`config.mk`:
```
export PLATFORM = sky130hd
export DESIGN_NAME = pwm_clock_prescaler
export DESIGN_NICKNAME = d
export VERILOG_FILES = /design/src/inc/pwm_clock_prescaler_pkg.sv /design/src/pwm_clock_prescaler.sv /design/src/scale_divider.sv
export VERILOG_INCLUDE_DIRS = /design/src /design/src/inc
export SDC_FILE = /design/constraint.sdc
export NUM_CORES = 1
export LEC_CHECK = 0
export BUFFER_PORTS_ARGS = -buffer_cell sky130_fd_sc_hd__buf_2
export CAP_MARGIN = 20
export CORE_MARGIN = 5
export CORE_UTILIZATION = 35
export DETAILED_ROUTE_END_ITERATION = 6
export PLACE_DENSITY = 0.51
export SYNTH_ARGS = -nofsm -noshare
export SYNTH_HDL_FRONTEND = slang
export SYNTH_SLANG_ARGS = --single-unit
```
`constraint.sdc`:
```
create_clock -name i_clk -period 5.7 [get_ports i_clk]
set_input_delay 0 -clock i_clk [delete_from_list [all_inputs] [get_ports i_clk]]
set_output_delay 0 -clock i_clk [all_outputs]
set_load 0.02 [all_outputs]
```
`src/inc/pwm_clock_prescaler_consts.svh`:
```
`ifndef PWM_CLOCK_PRESCALER_CONSTS_SVH
`define PWM_CLOCK_PRESCALER_CONSTS_SVH
`define OFS_CONTROL 12'h000
`define OFS_PRESCALE 12'h004
`define OFS_SCALE_A 12'h008
`define OFS_SCALE_B 12'h00C
`define OFS_ENABLES 12'h010
`define OFS_CLOCK_SEL 12'h014
`define OFS_STATUS 12'h018
`define FREEZE_BIT 0
`define PRE_A_LSB 0
`define PRE_B_LSB 4
`define RESP_OKAY 2'h0
`define RESP_SLVERR 2'h2
`endif

```
`src/inc/pwm_clock_prescaler_pkg.sv`:
```
package pwm_clock_prescaler_pkg;
  typedef struct packed {
    logic prescaled_a;
    logic prescaled_b;
    logic scaled_a;
    logic scaled_b;
  } tick_set_type;
  typedef enum logic [1:0] {
    bus_idle = 2'b00,
    bus_write_resp = 2'b01,
    bus_read_resp = 2'b10
  } bus_state_type;
endpackage

```
`src/pwm_clock_prescaler.sv`:
```
`timescale 1ns/1ps
`include "pwm_clock_prescaler_consts.svh"
// clock front end: prescaled and scaled tick enables for eight channels
module pwm_clock_prescaler #(
  parameter int CHANNELS = 8,
  parameter int SCALE_WIDTH = 8
) (
  input wire logic i_clk,
  input wire logic i_nrst,
  input wire logic i_freeze,
  input wire logic [11:0] i_awaddr,
  input wire logic i_awvalid,
  output logic o_awready,
  input wire logic [31:0] i_wdata,
  input wire logic [3:0] i_wstrb,
  input wire logic i_wvalid,
  output logic o_wready,
  output logic [1:0] o_bresp,
  output logic o_bvalid,
  input wire logic i_bready,
  input wire logic [11:0] i_araddr,
  input wire logic i_arvalid,
  output logic o_arready,
  output logic [31:0] o_rdata,
  output logic [1:0] o_rresp,
  output logic o_rvalid,
  input wire logic i_rready,
  output logic [CHANNELS-1:0] o_channel_ticks,
  output logic [3:0] o_clock_ticks
);
  logic freeze_meta;
  logic freeze_sync;
  logic freeze_clock_stop;
  logic [2:0] prescale_a_select;
  logic [2:0] prescale_b_select;
  logic [SCALE_WIDTH-1:0] scale_a;
  logic [SCALE_WIDTH-1:0] scale_b;
  logic [CHANNELS-1:0] channel_enables;
  logic [CHANNELS-1:0] clock_sel;
  logic [6:0] prescale_count;
  logic run;
  logic [6:0] next_prescale_count;
  pwm_clock_prescaler_pkg::tick_set_type ticks;
  logic scaled_a_tick;
  logic scaled_b_tick;
  pwm_clock_prescaler_pkg::bus_state_type bus_state;
  pwm_clock_prescaler_pkg::bus_state_type next_bus_state;
  logic aw_held;
  logic w_held;
  logic [11:0] aw_addr;
  logic [31:0] w_data;
  logic [3:0] w_strb;
  logic next_aw_held;
  logic next_w_held;
  logic [11:0] next_aw_addr;
  logic [31:0] next_w_data;
  logic [3:0] next_w_strb;
  logic [1:0] next_bresp;
  logic [1:0] next_rresp;
  logic [31:0] next_rdata;
  logic next_freeze_clock_stop;
  logic [2:0] next_prescale_a_select;
  logic [2:0] next_prescale_b_select;
  logic [SCALE_WIDTH-1:0] next_scale_a;
  logic [SCALE_WIDTH-1:0] next_scale_b;
  logic [CHANNELS-1:0] next_channel_enables;
  logic [CHANNELS-1:0] next_clock_sel;
  logic [CHANNELS-1:0] next_channel_ticks;

  function automatic logic [31:0] byte_merge(input logic [31:0] old_value,
    input logic [31:0] new_value, input logic [3:0] strb);
    logic [31:0] result;
    result = old_value;
    for (int i = 0; i < 4; i++)
    begin
      if (strb[i])
      begin
        result[i*8 +: 8] = new_value[i*8 +: 8];
      end
    end
    return result;
  endfunction

  // tick when the low bits of the free counter wrap for the chosen power of two
  function automatic logic rate_tick(input logic [6:0] count, input logic [2:0] sel);
    logic [6:0] mask;
    mask = 7'h7F >> (3'h7 - sel);
    return (count & mask) == mask;
  endfunction

  function automatic logic addr_known(input logic [11:0] addr);
    return addr == `OFS_CONTROL || addr == `OFS_PRESCALE || addr == `OFS_SCALE_A ||
      addr == `OFS_SCALE_B || addr == `OFS_ENABLES || addr == `OFS_CLOCK_SEL ||
      addr == `OFS_STATUS;
  endfunction

  always_ff @(posedge i_clk or negedge i_nrst)
  begin
    if (!i_nrst)
    begin
      freeze_meta <= 1'b0;
      freeze_sync <= 1'b0;
    end
    else
    begin
      freeze_meta <= i_freeze;
      freeze_sync <= freeze_meta;
    end
  end

  // prescaler input gated by freeze while the control freeze bit is set, and by all channels off
  assign run = !(freeze_clock_stop && freeze_sync) && (channel_enables != '0);

  always_comb
  begin
    next_prescale_count = prescale_count;
    if (run)
    begin
      next_prescale_count = prescale_count + 7'h01;
    end
    ticks.prescaled_a = run && rate_tick(prescale_count, prescale_a_select);
    ticks.prescaled_b = run && rate_tick(prescale_count, prescale_b_select);
    ticks.scaled_a = scaled_a_tick;
    ticks.scaled_b = scaled_b_tick;
  end

  scale_divider #(.WIDTH(SCALE_WIDTH)) divider_a (
    .i_clk(i_clk),
    .i_nrst(i_nrst),
    .i_tick(ticks.prescaled_a),
    .i_reload(scale_a),
    .o_tick(scaled_a_tick)
  );

  scale_divider #(.WIDTH(SCALE_WIDTH)) divider_b (
    .i_clk(i_clk),
    .i_nrst(i_nrst),
    .i_tick(ticks.prescaled_b),
    .i_reload(scale_b),
    .o_tick(scaled_b_tick)
  );

  // channels 0,1,4,5 use the A family, 2,3,6,7 the B family
  genvar ch;
  generate
    for (ch = 0; ch < CHANNELS; ch++)
    begin : g_channel
      if (((ch / 2) % 2) == 0)
      begin : g_a
        assign next_channel_ticks[ch] = channel_enables[ch] &&
          (clock_sel[ch] ? ticks.scaled_a : ticks.prescaled_a);
      end
      else
      begin : g_b
        assign next_channel_ticks[ch] = channel_enables[ch] &&
          (clock_sel[ch] ? ticks.scaled_b : ticks.prescaled_b);
      end
    end
  endgenerate

  always_comb
  begin
    next_bus_state = bus_state;
    next_aw_held = aw_held;
    next_w_held = w_held;
    next_aw_addr = aw_addr;
    next_w_data = w_data;
    next_w_strb = w_strb;
    next_bresp = o_bresp;
    next_rresp = o_rresp;
    next_rdata = o_rdata;
    next_freeze_clock_stop = freeze_clock_stop;
    next_prescale_a_select = prescale_a_select;
    next_prescale_b_select = prescale_b_select;
    next_scale_a = scale_a;
    next_scale_b = scale_b;
    next_channel_enables = channel_enables;
    next_clock_sel = clock_sel;
    case (bus_state)
      pwm_clock_prescaler_pkg::bus_idle:
      begin
        if (i_awvalid && o_awready)
        begin
          next_aw_held = 1'b1;
          next_aw_addr = i_awaddr;
        end
        if (i_wvalid && o_wready)
        begin
          next_w_held = 1'b1;
          next_w_data = i_wdata;
          next_w_strb = i_wstrb;
        end
        if (aw_held && w_held)
        begin
          next_aw_held = 1'b0;
          next_w_held = 1'b0;
          next_bresp = addr_known(aw_addr) ? `RESP_OKAY : `RESP_SLVERR;
          next_bus_state = pwm_clock_prescaler_pkg::bus_write_resp;
          case (aw_addr)
            `OFS_CONTROL:
            begin
              if (w_strb[0])
              begin
                next_freeze_clock_stop = w_data[`FREEZE_BIT];
              end
            end
            `OFS_PRESCALE:
            begin
              if (w_strb[0])
              begin
                next_prescale_a_select = w_data[`PRE_A_LSB +: 3];
                next_prescale_b_select = w_data[`PRE_B_LSB +: 3];
              end
            end
            `OFS_SCALE_A:
            begin
              next_scale_a = SCALE_WIDTH'(byte_merge(32'(scale_a), w_data, w_strb));
            end
            `OFS_SCALE_B:
            begin
              next_scale_b = SCALE_WIDTH'(byte_merge(32'(scale_b), w_data, w_strb));
            end
            `OFS_ENABLES:
            begin
              next_channel_enables = CHANNELS'(byte_merge(32'(channel_enables), w_data,
                w_strb));
            end
            `OFS_CLOCK_SEL:
            begin
              next_clock_sel = CHANNELS'(byte_merge(32'(clock_sel), w_data, w_strb));
            end
            default:
            begin
              next_bresp = addr_known(aw_addr) ? `RESP_OKAY : `RESP_SLVERR;
            end
          endcase
        end
        else if (i_arvalid && o_arready && !aw_held && !w_held)
        begin
          next_bus_state = pwm_clock_prescaler_pkg::bus_read_resp;
          next_rresp = addr_known(i_araddr) ? `RESP_OKAY : `RESP_SLVERR;
          case (i_araddr)
            `OFS_CONTROL: next_rdata = {31'h0, freeze_clock_stop};
            `OFS_PRESCALE: next_rdata = {25'h0, prescale_b_select, 1'b0, prescale_a_select};
            `OFS_SCALE_A: next_rdata = {24'h0, scale_a};
            `OFS_SCALE_B: next_rdata = {24'h0, scale_b};
            `OFS_ENABLES: next_rdata = {24'h0, channel_enables};
            `OFS_CLOCK_SEL: next_rdata = {24'h0, clock_sel};
            `OFS_STATUS: next_rdata = {22'h0, freeze_sync, run, 1'b0, prescale_count};
            default: next_rdata = 32'h0;
          endcase
        end
      end
      pwm_clock_prescaler_pkg::bus_write_resp:
      begin
        if (i_bready)
        begin
          next_bus_state = pwm_clock_prescaler_pkg::bus_idle;
        end
      end
      pwm_clock_prescaler_pkg::bus_read_resp:
      begin
        if (i_rready)
        begin
          next_bus_state = pwm_clock_prescaler_pkg::bus_idle;
        end
      end
      default:
      begin
        next_bus_state = pwm_clock_prescaler_pkg::bus_idle;
      end
    endcase
  end

  always_ff @(posedge i_clk or negedge i_nrst)
  begin
    if (!i_nrst)
    begin
      bus_state <= pwm_clock_prescaler_pkg::bus_idle;
      aw_held <= 1'b0;
      w_held <= 1'b0;
      aw_addr <= 12'h000;
      w_data <= 32'h0000_0000;
      w_strb <= 4'h0;
      o_awready <= 1'b0;
      o_wready <= 1'b0;
      o_arready <= 1'b0;
      o_bvalid <= 1'b0;
      o_rvalid <= 1'b0;
      o_bresp <= `RESP_OKAY;
      o_rresp <= `RESP_OKAY;
      o_rdata <= 32'h0000_0000;
      freeze_clock_stop <= 1'b0;
      prescale_a_select <= 3'h0;
      prescale_b_select <= 3'h0;
      scale_a <= '0;
      scale_b <= '0;
      channel_enables <= '0;
      clock_sel <= '0;
      prescale_count <= 7'h00;
      o_channel_ticks <= '0;
      o_clock_ticks <= 4'h0;
    end
    else
    begin
      bus_state <= next_bus_state;
      aw_held <= next_aw_held;
      w_held <= next_w_held;
      aw_addr <= next_aw_addr;
      w_data <= next_w_data;
      w_strb <= next_w_strb;
      o_awready <= (next_bus_state == pwm_clock_prescaler_pkg::bus_idle) && !next_aw_held;
      o_wready <= (next_bus_state == pwm_clock_prescaler_pkg::bus_idle) && !next_w_held;
      o_arready <= (next_bus_state == pwm_clock_prescaler_pkg::bus_idle) && !next_aw_held
        && !next_w_held && !o_arready;
      o_bvalid <= next_bus_state == pwm_clock_prescaler_pkg::bus_write_resp;
      o_rvalid <= next_bus_state == pwm_clock_prescaler_pkg::bus_read_resp;
      o_bresp <= next_bresp;
      o_rresp <= next_rresp;
      o_rdata <= next_rdata;
      freeze_clock_stop <= next_freeze_clock_stop;
      prescale_a_select <= next_prescale_a_select;
      prescale_b_select <= next_prescale_b_select;
      scale_a <= next_scale_a;
      scale_b <= next_scale_b;
      channel_enables <= next_channel_enables;
      clock_sel <= next_clock_sel;
      prescale_count <= next_prescale_count;
      o_channel_ticks <= next_channel_ticks;
      o_clock_ticks <= ticks;
    end
  end
endmodule

```
`src/scale_divider.sv`:
```
`timescale 1ns/1ps
// divides an input tick train by reload value then by two; zero reloads as 256
module scale_divider #(
  parameter int WIDTH = 8
) (
  input wire logic i_clk,
  input wire logic i_nrst,
  input wire logic i_tick,
  input wire logic [WIDTH-1:0] i_reload,
  output logic o_tick
);
  logic [WIDTH-1:0] count;
  logic half;
  logic [WIDTH-1:0] next_count;
  logic next_half;
  logic next_tick;

  always_comb
  begin
    next_count = count;
    next_half = half;
    next_tick = 1'b0;
    if (i_tick)
    begin
      // count wraps through zero, so a reload of zero gives 256 steps
      if (count == {{(WIDTH-1){1'b0}}, 1'b1})
      begin
        next_count = i_reload;
        next_half = ~half;
        next_tick = half;
      end
      else
      begin
        next_count = count - {{(WIDTH-1){1'b0}}, 1'b1};
      end
    end
  end

  always_ff @(posedge i_clk or negedge i_nrst)
  begin
    if (!i_nrst)
    begin
      count <= {{(WIDTH-1){1'b0}}, 1'b1};
      half <= 1'b0;
      o_tick <= 1'b0;
    end
    else
    begin
      count <= next_count;
      half <= next_half;
      o_tick <= next_tick;
    end
  end
endmodule

```
# Word level (Yosys, flattened, before mapping)
# Cells that the tools add are included.
# totals
input_bits	68
word_cells	149
out_inout_bits	53
ff_bits	146
# op_classes
n_mux	28
eq_ne	20
reduce_logical	57
n_shift	2
addsub	5
bitwise_logic	5
# op_table
operator	count
== test 12 x 5 -> 1 bit, second input constant	6
one-hot mux 10 bit (7 select lines)	1
== test 12 x 4 -> 1 bit, second input constant	4
== test 12 x 3 -> 1 bit, second input constant	2
zero test 12 bit	2
AND reduction 4 bit	6
logical AND 1 bit	22
two-way mux 1 bit	18
== test 8 x 1 -> 1 bit, second input constant	2
two-way mux 8 bit	2
subtractor 8 x 1 -> 8 bit, second input constant	2
AND 7 bit	2
== test 7 bit	2
right shift 7 x 3 -> 7 bit, first input constant	2
logical OR 1 bit	12
two-way mux 2 bit	6
AND reduction 2 bit	5
nonzero test 8 bit	1
adder 7 x 1 -> 7 bit, second input constant	1
zero test 1 bit	6
one-hot mux 2 bit (3 select lines)	1
subtractor 3 bit, first input constant	2
== test 2 x 1 -> 1 bit, second input constant	2
== test 2 bit, second input constant	2
3 further kinds	6

# Logic depth before layout (Yosys ltp)
# Gate-level depths: netlist (run 1).
# depth
depth_word	10
ltp_mapped	9

# Modules after synthesis
# A second synthesis (run 1) with hierarchy kept.
# unflattened
cells_unflattened	512
hier_area_um2	6083.3
# by_module_without_submodules
mod	area_per_inst_um2	instances	seq_area_each_um2	cells_per_inst
pwm_clock_prescaler	4732.0	1	2552.4	374
scale_divider (divider_b)	679.4	1	251.5	69
scale_divider (divider_a)	671.9	1	251.5	69

# Worst setup path before layout (run 1)
# OpenSTA, ideal clock, no wires.
# synth_timing
kind	reg2reg
start	register divider_b.count[0]
end	register divider_b.count[3]
t_arrival_ps	1866
stages_incl_launch_ff	8
path_slack_ps	3714
period_less_slack_ps	1986
t_required_ps	5579
setup_ps	121
n_path_buf	2
path_cell_list	dfstp_2 ha_1 or4b_1 clkbuf_1 nor2b_1 buf_2 o21ai_0 a22o_1
# synth_via
elab_chain_len	2
# synth_rtl
element	line_no	rtl
from (decl)	scale_divider.sv:12	logic [WIDTH-1:0] count;
from (signal assigned)	scale_divider.sv:43	count <= {{(WIDTH-1){1'b0}}, 1'b1};
from (signal assigned)	scale_divider.sv:49	count <= next_count;
subtractor 8 x 1 -> 8 bit or == test 8 x 1 -> 1 bit (tied branches)	scale_divider.sv:34, scale_divider.sv:26	
two-way mux 8 bit (*)	scale_divider.sv:26	if (count == {{(WIDTH-1){1'b0}}, 1'b1})
# Every way passes the cells marked *; elsewhere a longest branch is shown, timed or not.
# A chain may end at the register's enable or synchronous reset.

# Worst setup path in the final report (run 1)
# layout_timing
start	register channel_enables[1]
end	register divider_b.count[5]
# layout_via
elab_chain_len	3
# layout_rtl
element	line_no	rtl
from (decl)	pwm_clock_prescaler.sv:38	logic [CHANNELS-1:0] channel_enables;
from (signal assigned)	pwm_clock_prescaler.sv:326	channel_enables <= next_channel_enables;
nonzero test 8 bit	pwm_clock_prescaler.sv:112	assign run = !(freeze_clock_stop && freeze_sync) && (channel_enables != '0);
logical AND 1 bit	pwm_clock_prescaler.sv:112	
logical AND 1 bit	pwm_clock_prescaler.sv:122	ticks.prescaled_b = run && rate_tick(prescale_count, prescale_b_select);
named net divider_b.i_tick	scale_divider.sv:8	input wire logic i_tick,
# The timed path passes the listed nets, and every way through them passes these cells.

==> out/results.txt, run 1 <==
status - complete, no violations
fin crit share - 42.5%
fin nets - 686
WP buf/inv - 0
clk slew on worst S/H paths - 60 ps
area of the mapped netlist - 5920 um^2
# H-tree levels - 4
Final Critical Period - 2420 ps
Syn. warnings - 0
maxcap violations - 0
Hold WS - 115 ps
cells after synthesis - 522
first-pass GRT wire length - 24100 um
skew final - 8.67 ps
fmax - 413 MHz
power per cell area - 401 nW/um^2
Initial Utilization - 35.7%
Critical Path End Type - flip-flop
Crit Path Class - flip-flop to flip-flop
Worst-Margin Slew - 952 ps
Distinct cells, synth - 67
largest net degree at the start of global routing - 75
slowest cell on the critical path - a22o_1
setup_tns - 0 ps
EDFF count, synth - 0
critical path's top delay family - compound AO/OA/AOI/OAI gates
cts repair resizes - 0
Max clock buf depth - 2
Horiz. Die Dim - 140 um
core area - 16600 um^2
Crit Path Max Fanout - 14
leakage - 3.37 nW
ANT nets after route - 0
slew margin rel. - 35.8%
average vias per placed instance - 5.11
Die Span Y - 140 um
post-layout util - 43.4%
number of clock sinks - 122
critical path startpoint category - flip-flop
ant diodes - 0
RD Place Congestion - 0.828
DPL Wire Length - 10700 um
area growth from synthesis to layout - 21.4%
port bufs - 69
required time of the critical path - 5990 ps
I/O Pins - 121
syn avg cell area - 11.3 um^2
worst path cell trace - nor4_1 > a22o_1 > a221o_1 > nor2_2 > a32o_1
Num CTS Buffers - 17
worst vdd ir - 0.325 mV
Filler cells - 1588
Routed WL - 14700 um
Min-Delay Path Class - primary input to flip-flop
drt pass-1 iters - 6
vias in the first global route - 4467
unrepaired setup endpoints after global routing - false
clk_lat worst skew - 410 ps
gr ovfl total - 0
share of the yosys chip area belonging to registers - 51.6%
Critical Path Stages - 5
Worst setup startpoint - channel_enables[1]
r2r setup slk - 3280 ps
share of cells above drive strength 1 - 29.6%
CTS Root Cell - clkbuf_16
worst r2r src - channel_enables[1]
Async SR Flop Fraction - 100%
CTS tree - built
initial antenna violation count - 0
DRC errors left - 0
CP endpoint - divider_b.count[5]
vias post-DR - 4319
reg2reg path depth - 5
cell row count - 47
Total GRT Usage - 15.7%
DR iter-0 viols - 299
worst r2r dst - divider_b.count[5]
Yosys reg bits - 122
Top FF cell, synth - dfrtp_1
Max Slew Vio Count - 0
crit path DAT - 2710 ps
WL/cell - 17.4 um
Worst Hold Depth - 3
die area - 19600 um^2
# setup viols final - 0
CP peak stage delay - 610 ps
Hold Violations, Final - 0
cells in the mapped netlist (7+ instances only):
| library cell | n | area (um^2) |
|---|---|---|
| clkbuf_1 | 14 | 52.6 |
| nor3_1 | 10 | 50.1 |
| nand2b_1 | 7 | 43.8 |
| mux2i_1 | 8 | 80.1 |
| nand4_1 | 9 | 56.3 |
| nor4_1 | 12 | 75.1 |
| nand2_1 | 34 | 128 |
| a21oi_1 | 13 | 65.1 |
| nor2_1 | 29 | 109 |
| mux2_2 | 69 | 777 |
| o22ai_1 | 7 | 43.8 |
| a22o_1 | 16 | 140 |
| inv_1 | 12 | 45.0 |
| dfrtp_1 | 120 | 3000 |
| o21ai_0 | 17 | 85.1 |
| nand3_1 | 13 | 65.1 |
| buf_4 | 24 | 180 |
how the worst min path moves through the flow:
stage / from / endpoint / slack, ps
3_3_place_gp: i_nrst / o_rdata[7] / 70
3_5_place_dp: i_nrst / divider_b.half / 70
4_1_cts: i_araddr[4] / o_rdata[9] / 100
5_1_grt: i_araddr[4] / o_rdata[9] / 130
6_report: i_araddr[4] / o_rdata[9] / 110
2_1_floorplan: i_nrst / aw_addr[0] / -300
area by class of cell:
class | instances | area [um^2] | share of cell area, %
Sequential cell | 122 | 3060 | 42.5
Multi-Input combinational cell | 365 | 2630 | 36.5
Timing Repair Buffer | 95 | 606 | 8.42
Clock buffer | 19 | 443 | 6.16
Tap cell | 220 | 275 | 3.83
Clock inverter | 13 | 144 | 2.00
Inverter | 12 | 45.0 | 0.626
state kept, by name (all words and copies together) (netlist names), 2 cells and up:
signal             cells
aw_addr               12
o_rdata               10
channel_enables        8
clock_sel              8
divider_a.count        8
divider_b.count        8
o_channel_ticks        8
scale_a                8
scale_b                8
w_data                 8
prescale_count         7
o_clock_ticks          4
prescale_a_select      3
prescale_b_select      3
bus_state              2
through the flow:
step	setup WS, ps	cell area, um^2	instances	total power [W]
5_1_grt	3110	7190	846	0.00306
3_5_place_dp	3280	6360	789	0.00183
3_3_place_gp	3310	6360	789	0.00181
4_1_cts	3240	7190	846	0.00292
2_1_floorplan	3710	6010	545	0.00165
6_report	3280	7190	846	0.00288
metal layers:
| metal | vias to the layer above | GRT usage [%] | share of wire (%) |
|---|---|---|---|
| li1 | 2058 | - | - |
| met1 | 2149 | 20.5 | 45 |
| met2 | 98 | 25.2 | 48 |
| met3 | 14 | 4.43 | 5.3 |
| met4 | 0 | 4.90 | 1.8 |
| met5 | - | 0 | 0 |
where the power goes:
group          internal, W  switching, W  leakage (nW)  total, W
clock             0.000658      0.000396         0.281   0.00105
combinational     0.000292      0.000320          1.47  0.000612
sequential         0.00103      0.000186          1.62   0.00122
total              0.00198      0.000902          3.37   0.00288
timing repair:
action | CTS | global route
endpoints found under the hold margin | 73 | 0
setup buffers | 0 | 0
hold buffers | 25 | 0
cells by family (layout without fill, tap and decap cells):
family	after synthesis	in the layout	synth area share, %
AOI/OAI and AO/OA	92	92	11.3
adders and majority gates	5	5	1.06
DFF	122	122	51.6
and+or+nand+nor	160	160	15.0
xor gates and xnor gates	7	7	1.04
buffers and inverters	58	139	5.56
other	1	24	0.0633
muxes	77	77	14.5
layout by cell type (no fill, tap or decap), types with 4 or more instances in the layout:
cell           count
ha_1               5
nand2b_1           7
a22oi_1            6
dfrtp_1          120
nand4_1            9
xnor2_1            6
a22o_1            16
and2_1             6
nand3_1           13
o211ai_1           4
buf_2             68
a21oi_1           13
o22ai_1            7
o21ai_0           17
mux2_2            69
o31ai_1            5
nand2_1           34
nor2_1            29
inv_1             12
dlygate4sd3_1     25
clkbuf_16         17
nor3_1            10
a31oi_1            4
nor4b_1            4
or3_1              5
mux2i_1            8
nor4_1            12
and3_1             5
conb_1            24
worst reg2reg max path, cell delays in order (launching register included):
cell and delay [ps]:
dfrtp_1 460, nor4_1 490, a22o_1 610, a221o_1 350, nor2_2 140, a32o_1 250
Note: power is estimated with default switching activity, not from simulation.
==> run 2, diff against run 1 <==
--- a/config.mk
+++ b/config.mk
@@ -6,6 +6,7 @@
 export SDC_FILE = /design/constraint.sdc
 export NUM_CORES = 1
 export LEC_CHECK = 0
+export ABC_AREA = 1
 export BUFFER_PORTS_ARGS = -buffer_cell sky130_fd_sc_hd__buf_2
 export CAP_MARGIN = 20
 export CORE_MARGIN = 5
==> constraint.sdc (replaced) <==
create_clock -name i_clk -period 2.3 [get_ports i_clk]
set_input_delay 0 -clock i_clk [delete_from_list [all_inputs] [get_ports i_clk]]
set_output_delay 0 -clock i_clk [all_outputs]
set_load 0.02 [all_outputs]
==> out/results.txt, run 2 <==
share of cells above drive strength 1 - 18.4%
RD Place Congestion - 0.846
Initial Utilization - 35.6%
syn avg cell area - 8.22 um^2
total chip power - 0.00682 W
max reg flops - 12
setup bufs post-CTS - 0
share of the yosys chip area belonging to registers - 49.6%
Worst-Margin Slew - 648 ps
drt pass-1 iters - 5
crit path DAT - 2100 ps
r2r setup slk - 490 ps
Distinct cells, synth - 38
# H-tree levels - 4
Setup WS pre-CTS - 495 ps
Num CTS Buffers - 17
DRC errors left - 0
top flop regs - aw_addr x12, o_rdata x10
fin nets - 930
Min-Delay Path Class - primary input to flip-flop
Crit Path Max Fanout - 10
port bufs - 69
critical path startpoint category - flip-flop
setup_tns - 0 ps
clk_lat worst skew - 430 ps
Horiz. Die Dim - 143 um
worst r2r dst - divider_a.count[3]
status - complete, no violations
Yosys top cell area share - 48.7%
cell row count - 48
Reg with most FFs - aw_addr
reg2reg path depth - 8
initial antenna violation count - 0
Total GRT Usage - 16.5%
Final Critical Period - 1810 ps
Top FF cell, synth - dfrtp_1
Synth area leader - dfrtp_1
Hold WS - 88.8 ps
DR iter-0 viols - 339
required time of the critical path - 2600 ps
vias in the first global route - 4909
largest net degree at the start of global routing - 48
clk slew on worst S/H paths - 60 ps
DPL Wire Length - 11400 um
cts repair resizes - 0
core area - 17300 um^2
first-pass GRT wire length - 26100 um
Hold Path End - w_data[1]
CTS tree - built
die area - 20400 um^2
Area contributors post-synth - dfrtp_1 49%, nand2_1 13%, nand3_1 5.3%
vias post-DR - 5107
ant diodes - 0
skew final - 14.5 ps
WL/cell - 14.6 um
gr ovfl total - 0
Routed WL - 15900 um
Worst Hold Depth - 4
Crit Path Class - flip-flop to flip-flop
Max clock buf depth - 2
Yosys reg bits - 122
list of most frequent post-synthesis cells - 210 x nand2_1, 120 x dfrtp_1, 75 x inv_1
slew margin rel. - 56.8%
Max Slew Vio Count - 0
Async SR Flop Fraction - 100%
commonest non-fill, non-tap cells in the layout - 210 x nand2_1, 120 x dfrtp_1, 75 x inv_1
cells after synthesis - 750
number of clock sinks - 122
# setup viols final - 0
Hold Violations, Final - 0
Die Span Y - 143 um
Critical Path End Type - flip-flop
post-layout util - 43.4%
final worst setup slack - 493 ps
power per cell area - 908 nW/um^2
EDFF count, synth - 0
most common cell in the netlist - nand2_1
fmax - 553 MHz
unrepaired setup endpoints after global routing - false
maxcap violations - 0
area growth from synthesis to layout - 21.9%
Syn. warnings - 0
CTS Root Cell - clkbuf_16
ANT nets after route - 0
most common cell after layout, fill and taps aside - nand2_1
HP Start - i_wvalid
Filler cells - 1779
area of the mapped netlist - 6160 um^2
leakage - 3.85 nW
fin crit share - 78.6%
average vias per placed instance - 4.66
I/O Pins - 121
worst r2r src - channel_enables[0]
worst vdd ir - 0.534 mV
run 2: cell types whose count changed after synthesis, moves of 19 or more:
cell / previous run / this run
o21ai_1: 0 / 22
o21ai_0: 17 / 36
mux2_2: 69 / 7
nand3_1: 13 / 65
inv_1: 12 / 75
nor2_1: 29 / 66
nand2_1: 34 / 210
run 2: final cells by class:
class	instances	area [um^2]	area share (%)
well taps	225	282	3.75
repair buffers	106	703	9.36
clock inverters	13	115	1.53
clock buffers	19	453	6.03
multi-input cells	532	2610	34.8
inverters	78	293	3.90
flip-flops and latches	122	3060	40.7
run 2: cell families (layout without fill, tap and decap cells):
logic type,count (synthesis),in the layout,share of synthesized area (%)
fa+ha+maj,5,5,1.02
other cells,1,24,0.0608
compound gates,109,109,10.4
mux,7,7,1.28
simple gates,375,375,26.5
buf+inv,119,216,9.46
xor+xnor,12,12,1.71
flops,122,122,49.6
run 2: per-stage QoR:
step / area, um^2 / std cells
after floorplan: 6250 / 773
after global placement: 6680 / 1037
after detailed placement: 6680 / 1037
after CTS: 7510 / 1095
after global routing: 7510 / 1095
final: 7510 / 1095
run 2: how the worst max path moves through the flow:
stage                       start                  to  cells after the start
2_1_floorplan  divider_b.count[0]  divider_b.count[1]                      8
3_3_place_gp   channel_enables[0]  divider_a.count[1]                      8
3_5_place_dp   channel_enables[0]  divider_a.count[1]                      8
4_1_cts        channel_enables[0]  divider_a.count[1]                      8
5_1_grt        channel_enables[0]  divider_a.count[3]                      7
6_report       channel_enables[0]  divider_a.count[3]                      8
run 2: critical path, cell delays in order, from the launching register on:
cell and delay (ps):
dfrtp_1 420, nor2_1 140, nand3_1 120, o21ai_4 360, nor2_2 100, nand2_1 240, inv_2 150, nand2_1 80
o21ai_0 70
run 2: report_power, final:
part           internal, W  switching, W  total, W  leakage (nW)
clock network      0.00155       0.00105   0.00259         0.272
logic             0.000526       0.00103   0.00155          1.96
registers          0.00247      0.000201   0.00267          1.61
run 2: what timing repair did:
item	4_1_cts	5_1_grt
hold buffers	26	0
hold endpoints to repair	69	0
setup endpoints to repair	0	0
run 2: routing by layer:
layer  vias to the layer above  global-route usage, %  share of wire [%]
li1                       2578                      -                  -
met1                      2385                   22.1                 46
met2                       130                   27.0                 48
met3                        14                   4.15                5.4
met4                         0                   4.05               0.90
met5                         -                      0                  0
==> run 3, diff against run 2 <==
--- a/config.mk
+++ b/config.mk
@@ -6,13 +6,13 @@
 export SDC_FILE = /design/constraint.sdc
 export NUM_CORES = 1
 export LEC_CHECK = 0
-export ABC_AREA = 1
+export ABC_AREA = 0
 export BUFFER_PORTS_ARGS = -buffer_cell sky130_fd_sc_hd__buf_2
 export CAP_MARGIN = 20
 export CORE_MARGIN = 5
 export CORE_UTILIZATION = 35
 export DETAILED_ROUTE_END_ITERATION = 6
-export PLACE_DENSITY = 0.51
+export PLACE_DENSITY = 0.53
 export SYNTH_ARGS = -nofsm -noshare
 export SYNTH_HDL_FRONTEND = slang
 export SYNTH_SLANG_ARGS = --single-unit
==> constraint.sdc (replaced) <==
create_clock -name i_clk -period 1.5 [get_ports i_clk]
set_input_delay 0 -clock i_clk [delete_from_list [all_inputs] [get_ports i_clk]]
set_output_delay 0 -clock i_clk [all_outputs]
set_load 0.02 [all_outputs]
==> out/results.txt, run 3 (synthesis gave the netlist of run 1 again) <==
status - finished, violations left
failing checks - setup timing
Min-Delay Path Class - primary input to flip-flop
cell row count - 47
Die Span Y - 140 um
WP buf/inv - 2
CP peak stage delay - 560 ps
largest net degree at the start of global routing - 37
die area - 19600 um^2
# setup viols final - 102
port bufs - 69
WL/cell - 18.6 um
Horiz. Die Dim - 140 um
most common cell after layout, fill and taps aside - dfrtp_1
Worst Hold Depth - 4
slowest cell on the critical path - dfstp_2
Hold Violations, Final - 0
skew final - 17.9 ps
power per cell area - 1480 nW/um^2
Reg with most FFs - aw_addr
drt pass-1 iters - 4
fmax - 527 MHz
setup_tns - -24950 ps
number of clock sinks - 122
leakage - 4.40 nW
dpl cell area - 7500 um^2
required time of the critical path - 1800 ps
Initial Utilization - 35.7%
Total GRT Usage - 18.1%
Max Slew Vio Count - 0
Crit Path Max Fanout - 4
share of cells above drive strength 1 - 51.8%
first-pass GRT wire length - 28200 um
Crit Path Class - flip-flop to flip-flop
# H-tree levels - 4
RD Place Congestion - 0.874
core area - 16600 um^2
I/O Pins - 121
ant diodes - 0
clk slew on worst S/H paths - 60 ps
worst path cell trace - ha_4 > or4b_4 > nor2_4 > buf_4 > buf_6 > nor2_2 > a21oi_2 > mux2i_1
maxcap violations - 0
vias post-DR - 5031
Setup WS pre-CTS - -422 ps
DPL Wire Length - 12500 um
Final Critical Period - 1900 ps
clk_lat worst skew - 420 ps
Critical Path End Type - flip-flop
commonest non-fill, non-tap cells in the layout - 118 x dfrtp_1, 95 x buf_4, 68 x buf_2
Routed WL - 18300 um
fin nets - 822
area growth from synthesis to layout - 57.1%
DR iter-0 viols - 252
critical path startpoint category - flip-flop
reg2reg path depth - 8
fin crit share - 127%
unrepaired setup endpoints after global routing - true
gr ovfl total - 0
Layout Cell Area excl Fill - 9310 um^2
crit path DAT - 2200 ps
Filler cells - 1419
top flop regs - aw_addr x12, o_rdata x10
initial antenna violation count - 0
ANT nets after route - 0
DRC errors left - 0
vias in the first global route - 5072
Critical Path Stages - 8
max reg flops - 12
worst vdd ir - 0.873 mV
average vias per placed instance - 5.12
critical path's top delay family - simple AND/OR/NAND/NOR gates
Num CTS Buffers - 17
CTS Root Cell - clkbuf_16
Max clock buf depth - 2
final worst setup slack - -399 ps
post-layout util - 56.1%
CTS tree - built
total chip power - 0.0137 W
run 3: cell type report:
cell class	instances	area [um^2]	share of cell area, %
multi-input combinational	366	3360	36.1
sequential	122	3060	32.9
timing repair buffer	230	1920	20.7
clock buffer	20	457	4.91
tap	220	275	2.96
clock inverter	12	186	2.00
inverter	12	47.5	0.511
run 3: final timing paths:
path | from | end | slack, ps
hold reg to reg | freeze_meta | freeze_sync | 370
hold / removal | i_araddr[4] | o_rdata[9] | 40
min in group asynchronous | i_nrst | o_rresp[1] | 50
max in group asynchronous | i_nrst | divider_b.count[0] | 840
setup reg to reg | divider_a.count[0] | divider_a.count[1] | -400
setup / recovery | divider_a.count[0] | divider_a.count[1] | -400
run 3: worst min-delay path: stages:
cell,delay (ps)
buf_2,150
buf_4,150
nand3_1,70
o21ai_1,50
run 3: power by group:
| part | total [W] | switching (W) | leakage, nW | internal, W |
|---|---|---|---|---|
| registers | 0.00462 | 0.000701 | 1.61 | 0.00392 |
| logic | 0.00467 | 0.00210 | 2.48 | 0.00256 |
| clock network | 0.00445 | 0.00156 | 0.304 | 0.00289 |
| total | 0.0137 | 0.00436 | 4.40 | 0.00937 |
run 3: through the flow:
step                hold WS (ps)  std cells
finish                      40.4        982
floorplan                   -296        545
detailed placement         -43.9        890
CTS                         45.8        961
global route                52.6        982
global placement           -45.4        890
run 3: metal layers:
metal	track usage (%)	wire length, um
met5	0	0
met4	5.41	435
met3	4.06	598
met2	29.5	9030
met1	24.5	8230
run 3: timing repair:
item | CTS | global route
cloned | 3 | 2
pin swaps | 35 | 44
endpoints found under the hold margin | 147 | 0
gates resized for setup | 91 | 60
endpoints found under the setup margin | 105 | 108
buffers inserted | 13 | 23
hold buffers | 26 | 0
